===== src/inc/usb_suspend_wakeup_control_consts.svh =====
// offsets, field positions, reset values and counts of the suspend and wakeup controller
`ifndef USB_SUSPEND_WAKEUP_CONTROL_CONSTS_SVH
`define USB_SUSPEND_WAKEUP_CONTROL_CONSTS_SVH

`define SWC_ADDR_W          4
`define SWC_OFS_CTRL        4'h0
`define SWC_OFS_WAKE_EN     4'h1
`define SWC_OFS_GPIO_EN     4'h2
`define SWC_OFS_STATUS      4'h3
`define SWC_OFS_MASK        4'h4
`define SWC_OFS_STATE       4'h5

`define SWC_CTRL_VARIANT_LSB 0
`define SWC_CTRL_VARIANT_W   2
`define SWC_VARIANT_RESET    2'h2

`define SWC_EN_GPIO         0
`define SWC_EN_WOL          1
`define SWC_EN_PKT          2
`define SWC_EN_LINK         3
`define SWC_EN_W            4
`define SWC_WAKE_EN_RESET   4'h0
`define SWC_GPIO_EN_RESET   8'hff

`define SWC_ST_WAKEUP       0
`define SWC_ST_GPIO         1
`define SWC_ST_WOL          2
`define SWC_ST_PKT          3
`define SWC_ST_LINK         4
`define SWC_ST_W            5

`define SWC_GPIO_COUNT      8

`endif


===== src/inc/usb_suspend_wakeup_control_pkg.sv =====
// types of the suspend and wakeup controller
`include "usb_suspend_wakeup_control_consts.svh"

package usb_suspend_wakeup_control_pkg;

    typedef enum logic [1:0] {
        suspend_variant_full_wake = 2'h0,
        suspend_variant_link_wake = 2'h1,
        suspend_variant_pin_wake  = 2'h2,
        suspend_variant_spare     = 2'h3
    } variant_type;

    // path 00 -> 01 -> 11 -> 00: awake -> suspended -> waking -> awake; the last step flips both bits
    typedef enum logic [1:0] {
        fsm_awake     = 2'b00,
        fsm_suspended = 2'b01,
        fsm_waking    = 2'b11
    } fsm_type;

    typedef struct packed {
        logic mac_clk_en;
        logic aux_clk_en;
        logic phy_power_en;
        logic frame_detect_en;
    } power_type;

    typedef struct packed {
        logic wol_frame;
        logic wake_packet;
        logic link_change;
    } eth_event_type;

endpackage : usb_suspend_wakeup_control_pkg


===== src/rtl/usb_suspend_wakeup_control.sv =====
// suspend variant selection, wake source gating and remote wakeup request
//
// The address map and the Avalon-MM register port are this design's own decisions.
`timescale 1ns/1ps
`include "usb_suspend_wakeup_control_consts.svh"

module usb_suspend_wakeup_control #(
    parameter int GPIO_COUNT = `SWC_GPIO_COUNT
) (
    // clock and reset
    input  wire logic                                     sys_clk,
    input  wire logic                                     rst,
    // avalon-mm slave
    input  wire logic [`SWC_ADDR_W-1:0]                   avs_address,
    input  wire logic                                     avs_read,
    input  wire logic                                     avs_write,
    input  wire logic [31:0]                              avs_writedata,
    output logic      [31:0]                              avs_readdata,
    output logic                                          avs_waitrequest,
    // usb upstream side
    input  wire logic                                     usb_suspend,
    output logic                                          remote_wakeup,
    // wake sources
    input  wire logic [GPIO_COUNT-1:0]                    gpio_in,
    input  wire usb_suspend_wakeup_control_pkg::eth_event_type eth_event,
    // power controls
    output usb_suspend_wakeup_control_pkg::power_type     power,
    // interrupt
    output logic                                          irq
);

    typedef struct packed {
        usb_suspend_wakeup_control_pkg::fsm_type     fsm;
        usb_suspend_wakeup_control_pkg::variant_type variant;
        logic [`SWC_EN_W-1:0]                        wake_en;
        logic [GPIO_COUNT-1:0]                       gpio_en;
        logic [`SWC_ST_W-1:0]                        status;
        logic [`SWC_ST_W-1:0]                        mask;
        logic [GPIO_COUNT-1:0]                       gpio_prev;
        logic [31:0]                                 readdata;
        logic                                        waitrequest;
        logic                                        remote_wakeup;
        usb_suspend_wakeup_control_pkg::power_type   power;
        logic                                        irq;
    } state_type;

    state_type state_reg;
    state_type state_next;

    // bus handshake
    logic                  access_done;
    logic                  wr_hit;
    // wake source decode
    logic [GPIO_COUNT-1:0] gpio_rise;
    logic                  gpio_hit;
    logic                  wol_hit;
    logic                  pkt_hit;
    logic                  link_hit;
    logic                  any_hit;
    logic                  is_suspended;
    // status and read-back
    logic [`SWC_ST_W-1:0]  events;
    logic [`SWC_ST_W-1:0]  w1c;
    logic [31:0]           rd_value;
    usb_suspend_wakeup_control_pkg::power_type power_sel;

    // everything on while awake, and whenever a wakeup has been requested
    localparam usb_suspend_wakeup_control_pkg::power_type power_all_on = '{
        mac_clk_en:      1'b1,
        aux_clk_en:      1'b1,
        phy_power_en:    1'b1,
        frame_detect_en: 1'b1
    };

    // full-wake keeps the phy and frame detection up so wake frames can still be seen
    localparam usb_suspend_wakeup_control_pkg::power_type power_full_wake = '{
        mac_clk_en:      1'b0,
        aux_clk_en:      1'b0,
        phy_power_en:    1'b1,
        frame_detect_en: 1'b1
    };

    // link-wake keeps only the phy powered, enough to notice a link change
    localparam usb_suspend_wakeup_control_pkg::power_type power_link_wake = '{
        mac_clk_en:      1'b0,
        aux_clk_en:      1'b0,
        phy_power_en:    1'b1,
        frame_detect_en: 1'b0
    };

    // pin-wake turns everything off; only a gpio edge can wake it
    localparam usb_suspend_wakeup_control_pkg::power_type power_pin_wake = '{
        mac_clk_en:      1'b0,
        aux_clk_en:      1'b0,
        phy_power_en:    1'b0,
        frame_detect_en: 1'b0
    };

    // per-pin assertion detect; inputs are synchronous to sys_clk
    genvar g;
    generate
        for (g = 0; g < GPIO_COUNT; g = g + 1) begin : gen_gpio
            assign gpio_rise[g] = gpio_in[g] & ~state_reg.gpio_prev[g] & state_reg.gpio_en[g];
        end
    endgenerate

    always_comb begin
        access_done  = (avs_read | avs_write) & ~state_reg.waitrequest;
        wr_hit       = avs_write & ~state_reg.waitrequest;
        is_suspended = (state_reg.fsm == usb_suspend_wakeup_control_pkg::fsm_suspended);

        // gpio is permitted in every variant
        gpio_hit = is_suspended & state_reg.wake_en[`SWC_EN_GPIO] & (|gpio_rise);
        wol_hit  = 1'b0;
        pkt_hit  = 1'b0;
        link_hit = 1'b0;
        case (state_reg.variant)
            usb_suspend_wakeup_control_pkg::suspend_variant_full_wake: begin
                wol_hit = is_suspended & state_reg.wake_en[`SWC_EN_WOL] & eth_event.wol_frame;
                pkt_hit = is_suspended & state_reg.wake_en[`SWC_EN_PKT] & eth_event.wake_packet;
            end
            usb_suspend_wakeup_control_pkg::suspend_variant_link_wake: begin
                link_hit = is_suspended & state_reg.wake_en[`SWC_EN_LINK] & eth_event.link_change;
            end
            usb_suspend_wakeup_control_pkg::suspend_variant_pin_wake: begin
                wol_hit  = 1'b0;
                pkt_hit  = 1'b0;
                link_hit = 1'b0;
            end
            default: begin
                // spare code behaves as pin-wake: ethernet events are dropped
                link_hit = 1'b0;
            end
        endcase
        any_hit = gpio_hit | wol_hit | pkt_hit | link_hit;

        // power level per variant while suspended; all on when awake
        power_sel = power_all_on;
        if (is_suspended) begin
            case (state_reg.variant)
                usb_suspend_wakeup_control_pkg::suspend_variant_full_wake: begin
                    power_sel = power_full_wake;
                end
                usb_suspend_wakeup_control_pkg::suspend_variant_link_wake: begin
                    power_sel = power_link_wake;
                end
                usb_suspend_wakeup_control_pkg::suspend_variant_pin_wake: begin
                    power_sel = power_pin_wake;
                end
                default: begin
                    // spare code: same level as pin-wake
                    power_sel = power_pin_wake;
                end
            endcase
        end

        events = '0;
        events[`SWC_ST_WAKEUP] = any_hit;
        events[`SWC_ST_GPIO]   = gpio_hit;
        events[`SWC_ST_WOL]    = wol_hit;
        events[`SWC_ST_PKT]    = pkt_hit;
        events[`SWC_ST_LINK]   = link_hit;

        w1c = '0;
        if (wr_hit && avs_address == `SWC_OFS_STATUS) begin
            w1c = avs_writedata[`SWC_ST_W-1:0];
        end

        rd_value = 32'h0;
        case (avs_address)
            `SWC_OFS_CTRL: begin
                rd_value[`SWC_CTRL_VARIANT_W-1:0] = state_reg.variant;
            end
            `SWC_OFS_WAKE_EN: begin
                rd_value[`SWC_EN_W-1:0] = state_reg.wake_en;
            end
            `SWC_OFS_GPIO_EN: begin
                rd_value[GPIO_COUNT-1:0] = state_reg.gpio_en;
            end
            `SWC_OFS_STATUS: begin
                rd_value[`SWC_ST_W-1:0] = state_reg.status;
            end
            `SWC_OFS_MASK: begin
                rd_value[`SWC_ST_W-1:0] = state_reg.mask;
            end
            `SWC_OFS_STATE: begin
                rd_value[1:0] = state_reg.fsm;
                rd_value[3]   = state_reg.power.mac_clk_en;
            end
            default: begin
                rd_value = 32'h0;
            end
        endcase

        state_next               = state_reg;
        state_next.gpio_prev     = gpio_in;
        state_next.remote_wakeup = 1'b0;

        // one wait cycle, then the access completes with waitrequest low
        // back-to-back requests see waitrequest 1, 0, 1, 0; masters need no cycle count
        if ((avs_read | avs_write) && state_reg.waitrequest) begin
            state_next.waitrequest = 1'b0;
            state_next.readdata    = avs_read ? rd_value : 32'h0;
        end else begin
            state_next.waitrequest = 1'b1;
        end
        if (access_done && avs_read) begin
            state_next.readdata = rd_value;
        end

        if (wr_hit) begin
            case (avs_address)
                `SWC_OFS_CTRL: begin
                    state_next.variant = usb_suspend_wakeup_control_pkg::variant_type'(
                        avs_writedata[`SWC_CTRL_VARIANT_LSB +: `SWC_CTRL_VARIANT_W]);
                end
                `SWC_OFS_WAKE_EN: begin
                    state_next.wake_en = avs_writedata[`SWC_EN_W-1:0];
                end
                `SWC_OFS_GPIO_EN: begin
                    state_next.gpio_en = avs_writedata[GPIO_COUNT-1:0];
                end
                `SWC_OFS_MASK: begin
                    state_next.mask = avs_writedata[`SWC_ST_W-1:0];
                end
                default: begin
                    // status is write-one-clear below; state and unmapped words ignore writes
                    state_next.mask = state_reg.mask;
                end
            endcase
        end

        // set wins over a write-one clear in the same cycle
        state_next.status = (state_reg.status & ~w1c) | events;
        state_next.irq    = |(state_next.status & state_next.mask);

        case (state_reg.fsm)
            usb_suspend_wakeup_control_pkg::fsm_awake: begin
                if (usb_suspend) begin
                    state_next.fsm = usb_suspend_wakeup_control_pkg::fsm_suspended;
                end
            end
            usb_suspend_wakeup_control_pkg::fsm_suspended: begin
                if (!usb_suspend) begin
                    state_next.fsm = usb_suspend_wakeup_control_pkg::fsm_awake;
                end else if (any_hit) begin
                    state_next.fsm           = usb_suspend_wakeup_control_pkg::fsm_waking;
                    state_next.remote_wakeup = 1'b1;
                end
            end
            usb_suspend_wakeup_control_pkg::fsm_waking: begin
                // hold off further requests until the host resumes the bus
                if (!usb_suspend) begin
                    state_next.fsm = usb_suspend_wakeup_control_pkg::fsm_awake;
                end
            end
            default: begin
                // the unused code returns to awake rather than locking up
                state_next.fsm = usb_suspend_wakeup_control_pkg::fsm_awake;
            end
        endcase

        // clocks come back as soon as a wakeup is requested; on entry the level
        // drops one cycle after the state, since power_sel looks at the registered state
        state_next.power = power_sel;
        if (state_next.fsm != usb_suspend_wakeup_control_pkg::fsm_suspended) begin
            state_next.power = power_all_on;
        end
    end

    always_ff @(posedge sys_clk or posedge rst) begin
        if (rst) begin
            state_reg.fsm           <= usb_suspend_wakeup_control_pkg::fsm_awake;
            state_reg.variant       <= usb_suspend_wakeup_control_pkg::variant_type'(`SWC_VARIANT_RESET);
            state_reg.wake_en       <= `SWC_WAKE_EN_RESET;
            state_reg.gpio_en       <= {GPIO_COUNT{1'b1}};
            state_reg.status        <= '0;
            state_reg.mask          <= '0;
            // a pin already high at release reads as a rise; harmless, suspend entry takes a cycle
            state_reg.gpio_prev     <= '0;
            state_reg.readdata      <= 32'h0;
            state_reg.waitrequest   <= 1'b1;
            state_reg.remote_wakeup <= 1'b0;
            state_reg.power         <= power_all_on;
            state_reg.irq           <= 1'b0;
        end else begin
            state_reg <= state_next;
        end
    end

    assign avs_readdata    = state_reg.readdata;
    assign avs_waitrequest = state_reg.waitrequest;
    assign remote_wakeup   = state_reg.remote_wakeup;
    assign power           = state_reg.power;
    assign irq             = state_reg.irq;

endmodule : usb_suspend_wakeup_control


===== config.mk =====
export PLATFORM = sky130hd
export DESIGN_NAME = usb_suspend_wakeup_control
export DESIGN_NICKNAME = d
export VERILOG_FILES = /design/src/inc/usb_suspend_wakeup_control_pkg.sv /design/src/rtl/usb_suspend_wakeup_control.sv
export VERILOG_INCLUDE_DIRS = /design/src /design/src/inc
export SDC_FILE = /design/constraint.sdc
export NUM_CORES = 1
export LEC_CHECK = 0
export BUFFER_PORTS_ARGS = -buffer_cell sky130_fd_sc_hd__buf_2
export CAP_MARGIN = 20
export CORE_MARGIN = 2
export CORE_UTILIZATION = 49
export CTS_CLUSTER_DIAMETER = 60
export CTS_CLUSTER_SIZE = 24
export DETAILED_ROUTE_END_ITERATION = 16
export PLACE_DENSITY = 0.9
export SLEW_MARGIN = 20
export SYNTH_ARGS = -nofsm -noshare
export SYNTH_HDL_FRONTEND = slang
export SYNTH_SLANG_ARGS = --single-unit

===== constraint.sdc =====
create_clock -name sys_clk -period 2 [get_ports sys_clk]
set_input_delay 0.4 -clock sys_clk [delete_from_list [all_inputs] [get_ports sys_clk]]
set_output_delay 0.4 -clock sys_clk [all_outputs]
set_load 0.05 [all_outputs]

==> results summary <==
The run finished with clean final reports. The starting density of the core is 0.5068. For the worst flop-to-flop path, the logic depth is 5.

The worst stage delay on the critical path is 0.59 ns. The die is 73.89 µm tall. In this run, post-CTS repair resized a total of 0 instances. The path with the worst hold slack has its endpoint at state_reg[44].

The worst hold path begins at gpio_in[5]. The share of synthesized area occupied by flip-flops and latches is 0.5086. The tree is rooted in a sky130_fd_sc_hd__clkbuf_8. Walking the worst path, the cells encountered are nor4_1, and3_1, or3_1, nor2_1, o2111ai_1. The actual slew at the worst max-slew pin came out at 0.6281 ns. The worst pin sits at a relative slew slack of 0.5812. Clock tree synthesis found a total of 48 sinks. Among all flip-flop cells after synthesis, the most frequent one is sky130_fd_sc_hd__dfrtp_1. The reported max-cap violation count came out at 0. The logic depth of the worst path, buffers included is 5.

The number of setup buffers added after CTS came out at 0. For this design, the slowest cell found on the critical path is sky130_fd_sc_hd__dfstp_2. The total via count in the routed design is 1,608. The number of setup violations in the final report came out at 0. The post-detailed-placement half-perimeter wirelength came out at 3535 µm. The number of flip-flops under the largest register name is 34. The number of cells on the worst hold path is 1. The first global-routing pass estimated 7569 µm of wire.

The async set or reset register ratio after synthesis came out at 1.000. Entering global routing, the biggest net connects 49 pins. The combined buffer and inverter count along the critical path is 0.

The maximum ir drop on the vdd rail came out at 387.8 µV. The average instance in the mapped netlist occupies 11.79 µm². The post-layout net count came out at 295. The floorplan die area is 5460 µm². The post-route minimum period came out at 1.820 ns. The clock tree skew after final layout came out at 0.004436 ns.

The number of rows created at floorplan came out at 25. The post-synthesis to final-layout area growth is 9.932%. In the final routed layout, each cell accounts on average for 15.01 µm.

The average via count per standard cell came out at 5.170. The worst path required time is 2.21 ns. In this run the worst path has a maximum fanout of 6. sky130_fd_sc_hd__dfrtp_1 takes more of the synthesized area than any other cell.

The area of combinational cells with multiple inputs is 950.9 µm². The number of global-route vias before repair came out at 1,536. In this run the count of I/O pins placed on the die edge is 91. The share of the cycle needed by the critical path after routing came out at 0.9098.

The first TritonRoute pass finished after 5 iterations. The maximum achievable frequency came out at 549.6 MHz. The area of the placeable core is 4723 µm². The number of diodes added for antenna fixing came out at 0. The critical path is of the reg2reg type.

The count of port buffers added during placement came out at 42. Counting the fill cells in the layout gives 399. The Yosys warning count is 0. The share of synthesized area in the top cell type comes to 0.3659. Setup repair after global routing left no endpoint under its margin. The category of cells accounting for the largest share of critical-path delay is simple AND/OR/NAND/NOR gates. The floorplan die width is 73.89 µm. Sorting the synthesized cells by area gives the leading types as sky130_fd_sc_hd__dfrtp_1, sky130_fd_sc_hd__dfstp_2, sky130_fd_sc_hd__buf_4. The number of buffers added by the clock tree synthesis step came out at 5.

The initial antenna violation count is 0. The worst register-to-register path begins at state_reg[70]. The cell area after synthesis is 2394 µm². The number of pins with negative max-slew slack in the final report is 0. The number of buffers on the longest clock path came out at 2. The setup slack of the worst register-to-register path came out at 0.18 ns. The H-tree was split into 2 levels. The number of DRC violations after detailed-routing iteration 0 is 128. The arrival time at the worst endpoint is 2.03 ns. The DRC violations left came out at 0.

The aggregate routed wire length came out at 4667 µm. After routing, the total negative slack on setup checks comes to 0 ns. The fraction of layout instances using a drive strength above 1 is 0.4016. STA classifies the critical path startpoint as a flip-flop.

The number of different library cells used by synthesis comes to 47. The design draws 2533 µW. The hold violation total from the final report came out at 0. TritonCTS built the clock tree. After synthesis the netlist holds a flip-flop and latch count of 48. The reg-to-reg endpoint is power[0]. The overall track demand over capacity in global routing is 0.1905. The hold buffer count at CTS came out at 0. The sum of overflow across all layers after global routing came out at 0.

The insertion delay of the later-clocked pin in the worst-skew pair came out at 0.31 ns. The synthesized design contains 0 enable-type register cells. Across the whole layout, storage elements account for 1217 µm². The clock transition at the register clock pins on the worst setup and hold paths after CTS is 0.08 ns. The routability congestion estimate from global placement is 0.8864. The capturing element type of the critical path is a flip-flop. The most critical setup path has its startpoint at state_reg[70]. The gate count of the mapped netlist came out at 203.

The analysis attributes to cell leakage a power of 0.001271 µW. The path class of the tightest hold or removal check is in2reg. The power per cell area came out at 962.5 nW/µm².

The number of routed nets with antenna violations is 0.
## synthesized netlist by cell type (all sizes together), types with 4 or more instances
library cell  number
dfstp             13
nor2               6
buf               40
mux2i              5
o21ai              6
inv                4
dfrtp             35
mux2              21
nand3              4
a21oi              6
nand2             14
a22o               5
## per-stage QoR
step	util	hold WS, ns	instance area, µm²	std cells	worst slack, ns
after floorplan	-	0.4314	2480	226	0.2303
after detailed placement	0.5372	0.4796	2537	303	0.04528
after global routing	0.5571	0.2076	2631	311	0.06442
final	0.5571	0.2100	2631	311	0.1804
after global placement	0.5372	0.4572	2537	303	0.05673
after CTS	0.5571	0.2062	2631	311	0.2012
## kinds of logic after synthesis
kind of cell	count (synthesis)	share of synthesized area
xor gates and xnor gates	1	0.003660
other	1	0.001567
muxes	27	0.1323
AOI/OAI and AO/OA	38	0.1155
and+or+nand+nor	44	0.1082
buffers and inverters	44	0.1302
DFF	48	0.5086
## layout make-up
| type | instances | area share |
|---|---|---|
| Sequential cell | 48 | 0.4627 |
| Multi-Input combinational cell | 134 | 0.3614 |
| Timing Repair Buffer | 50 | 0.1027 |
| Clock buffer | 7 | 0.03281 |
| Tap cell | 67 | 0.03186 |
| Inverter | 4 | 0.005706 |
| Clock inverter | 1 | 0.002853 |
## cells in the final DEF (no fill, tap or decap), types with 3 or more instances in the layout
| cell | synthesis | final |
|---|---|---|
| sky130_fd_sc_hd__buf_2 | 3 | 42 |
| sky130_fd_sc_hd__dfrtp_1 | 35 | 35 |
| sky130_fd_sc_hd__conb_1 | 1 | 24 |
| sky130_fd_sc_hd__mux2_2 | 19 | 19 |
| sky130_fd_sc_hd__nand2_1 | 14 | 14 |
| sky130_fd_sc_hd__dfstp_2 | 13 | 13 |
| sky130_fd_sc_hd__buf_4 | 36 | 8 |
| sky130_fd_sc_hd__o21ai_0 | 6 | 6 |
| sky130_fd_sc_hd__a21oi_1 | 6 | 6 |
| sky130_fd_sc_hd__clkbuf_8 | 0 | 6 |
| sky130_fd_sc_hd__a22o_1 | 5 | 5 |
| sky130_fd_sc_hd__mux2i_1 | 5 | 5 |
| sky130_fd_sc_hd__nor2_1 | 4 | 4 |
| sky130_fd_sc_hd__nand3b_1 | 3 | 3 |
| sky130_fd_sc_hd__inv_1 | 4 | 3 |
| sky130_fd_sc_hd__a21boi_0 | 3 | 3 |
| sky130_fd_sc_hd__o22ai_1 | 3 | 3 |
| sky130_fd_sc_hd__o311a_1 | 3 | 3 |
| sky130_fd_sc_hd__nand3_1 | 3 | 3 |
| sky130_fd_sc_hd__a21o_1 | 3 | 3 |
## worst register-to-register path: stages, from the launching register on
cell                        delay [ns]
sky130_fd_sc_hd__dfstp_2          0.59
sky130_fd_sc_hd__nor4_1           0.07
sky130_fd_sc_hd__and3_1           0.21
sky130_fd_sc_hd__or3_1            0.45
sky130_fd_sc_hd__nor2_1           0.23
sky130_fd_sc_hd__o2111ai_1        0.18
## layer usage
layer  routed length, µm  share of wire  global-route usage  vias to the layer above
met5                   0              0                   0                        -
met4                 102          0.022             0.07879                        0
met3                 395          0.085             0.06036                       13
met2                2340           0.50              0.3214                       75
met1                1830           0.39              0.2232                      774
li1                    -              -                   -                      746
## power by group
group / internal (µW) / switching (µW)
clock: 281 / 314
sequential: 1170 / 110
combinational: 242 / 416
total: 1690 / 840
## worst max-delay path by stage
stage	end	slack [ns]
detailed placement	irq	0.05
finish	power[0]	0.18
CTS	power[0]	0.20
global placement	irq	0.06
floorplan	irq	0.23
global route	power[0]	0.06
Note: power is estimated with default switching activity, not from simulation.
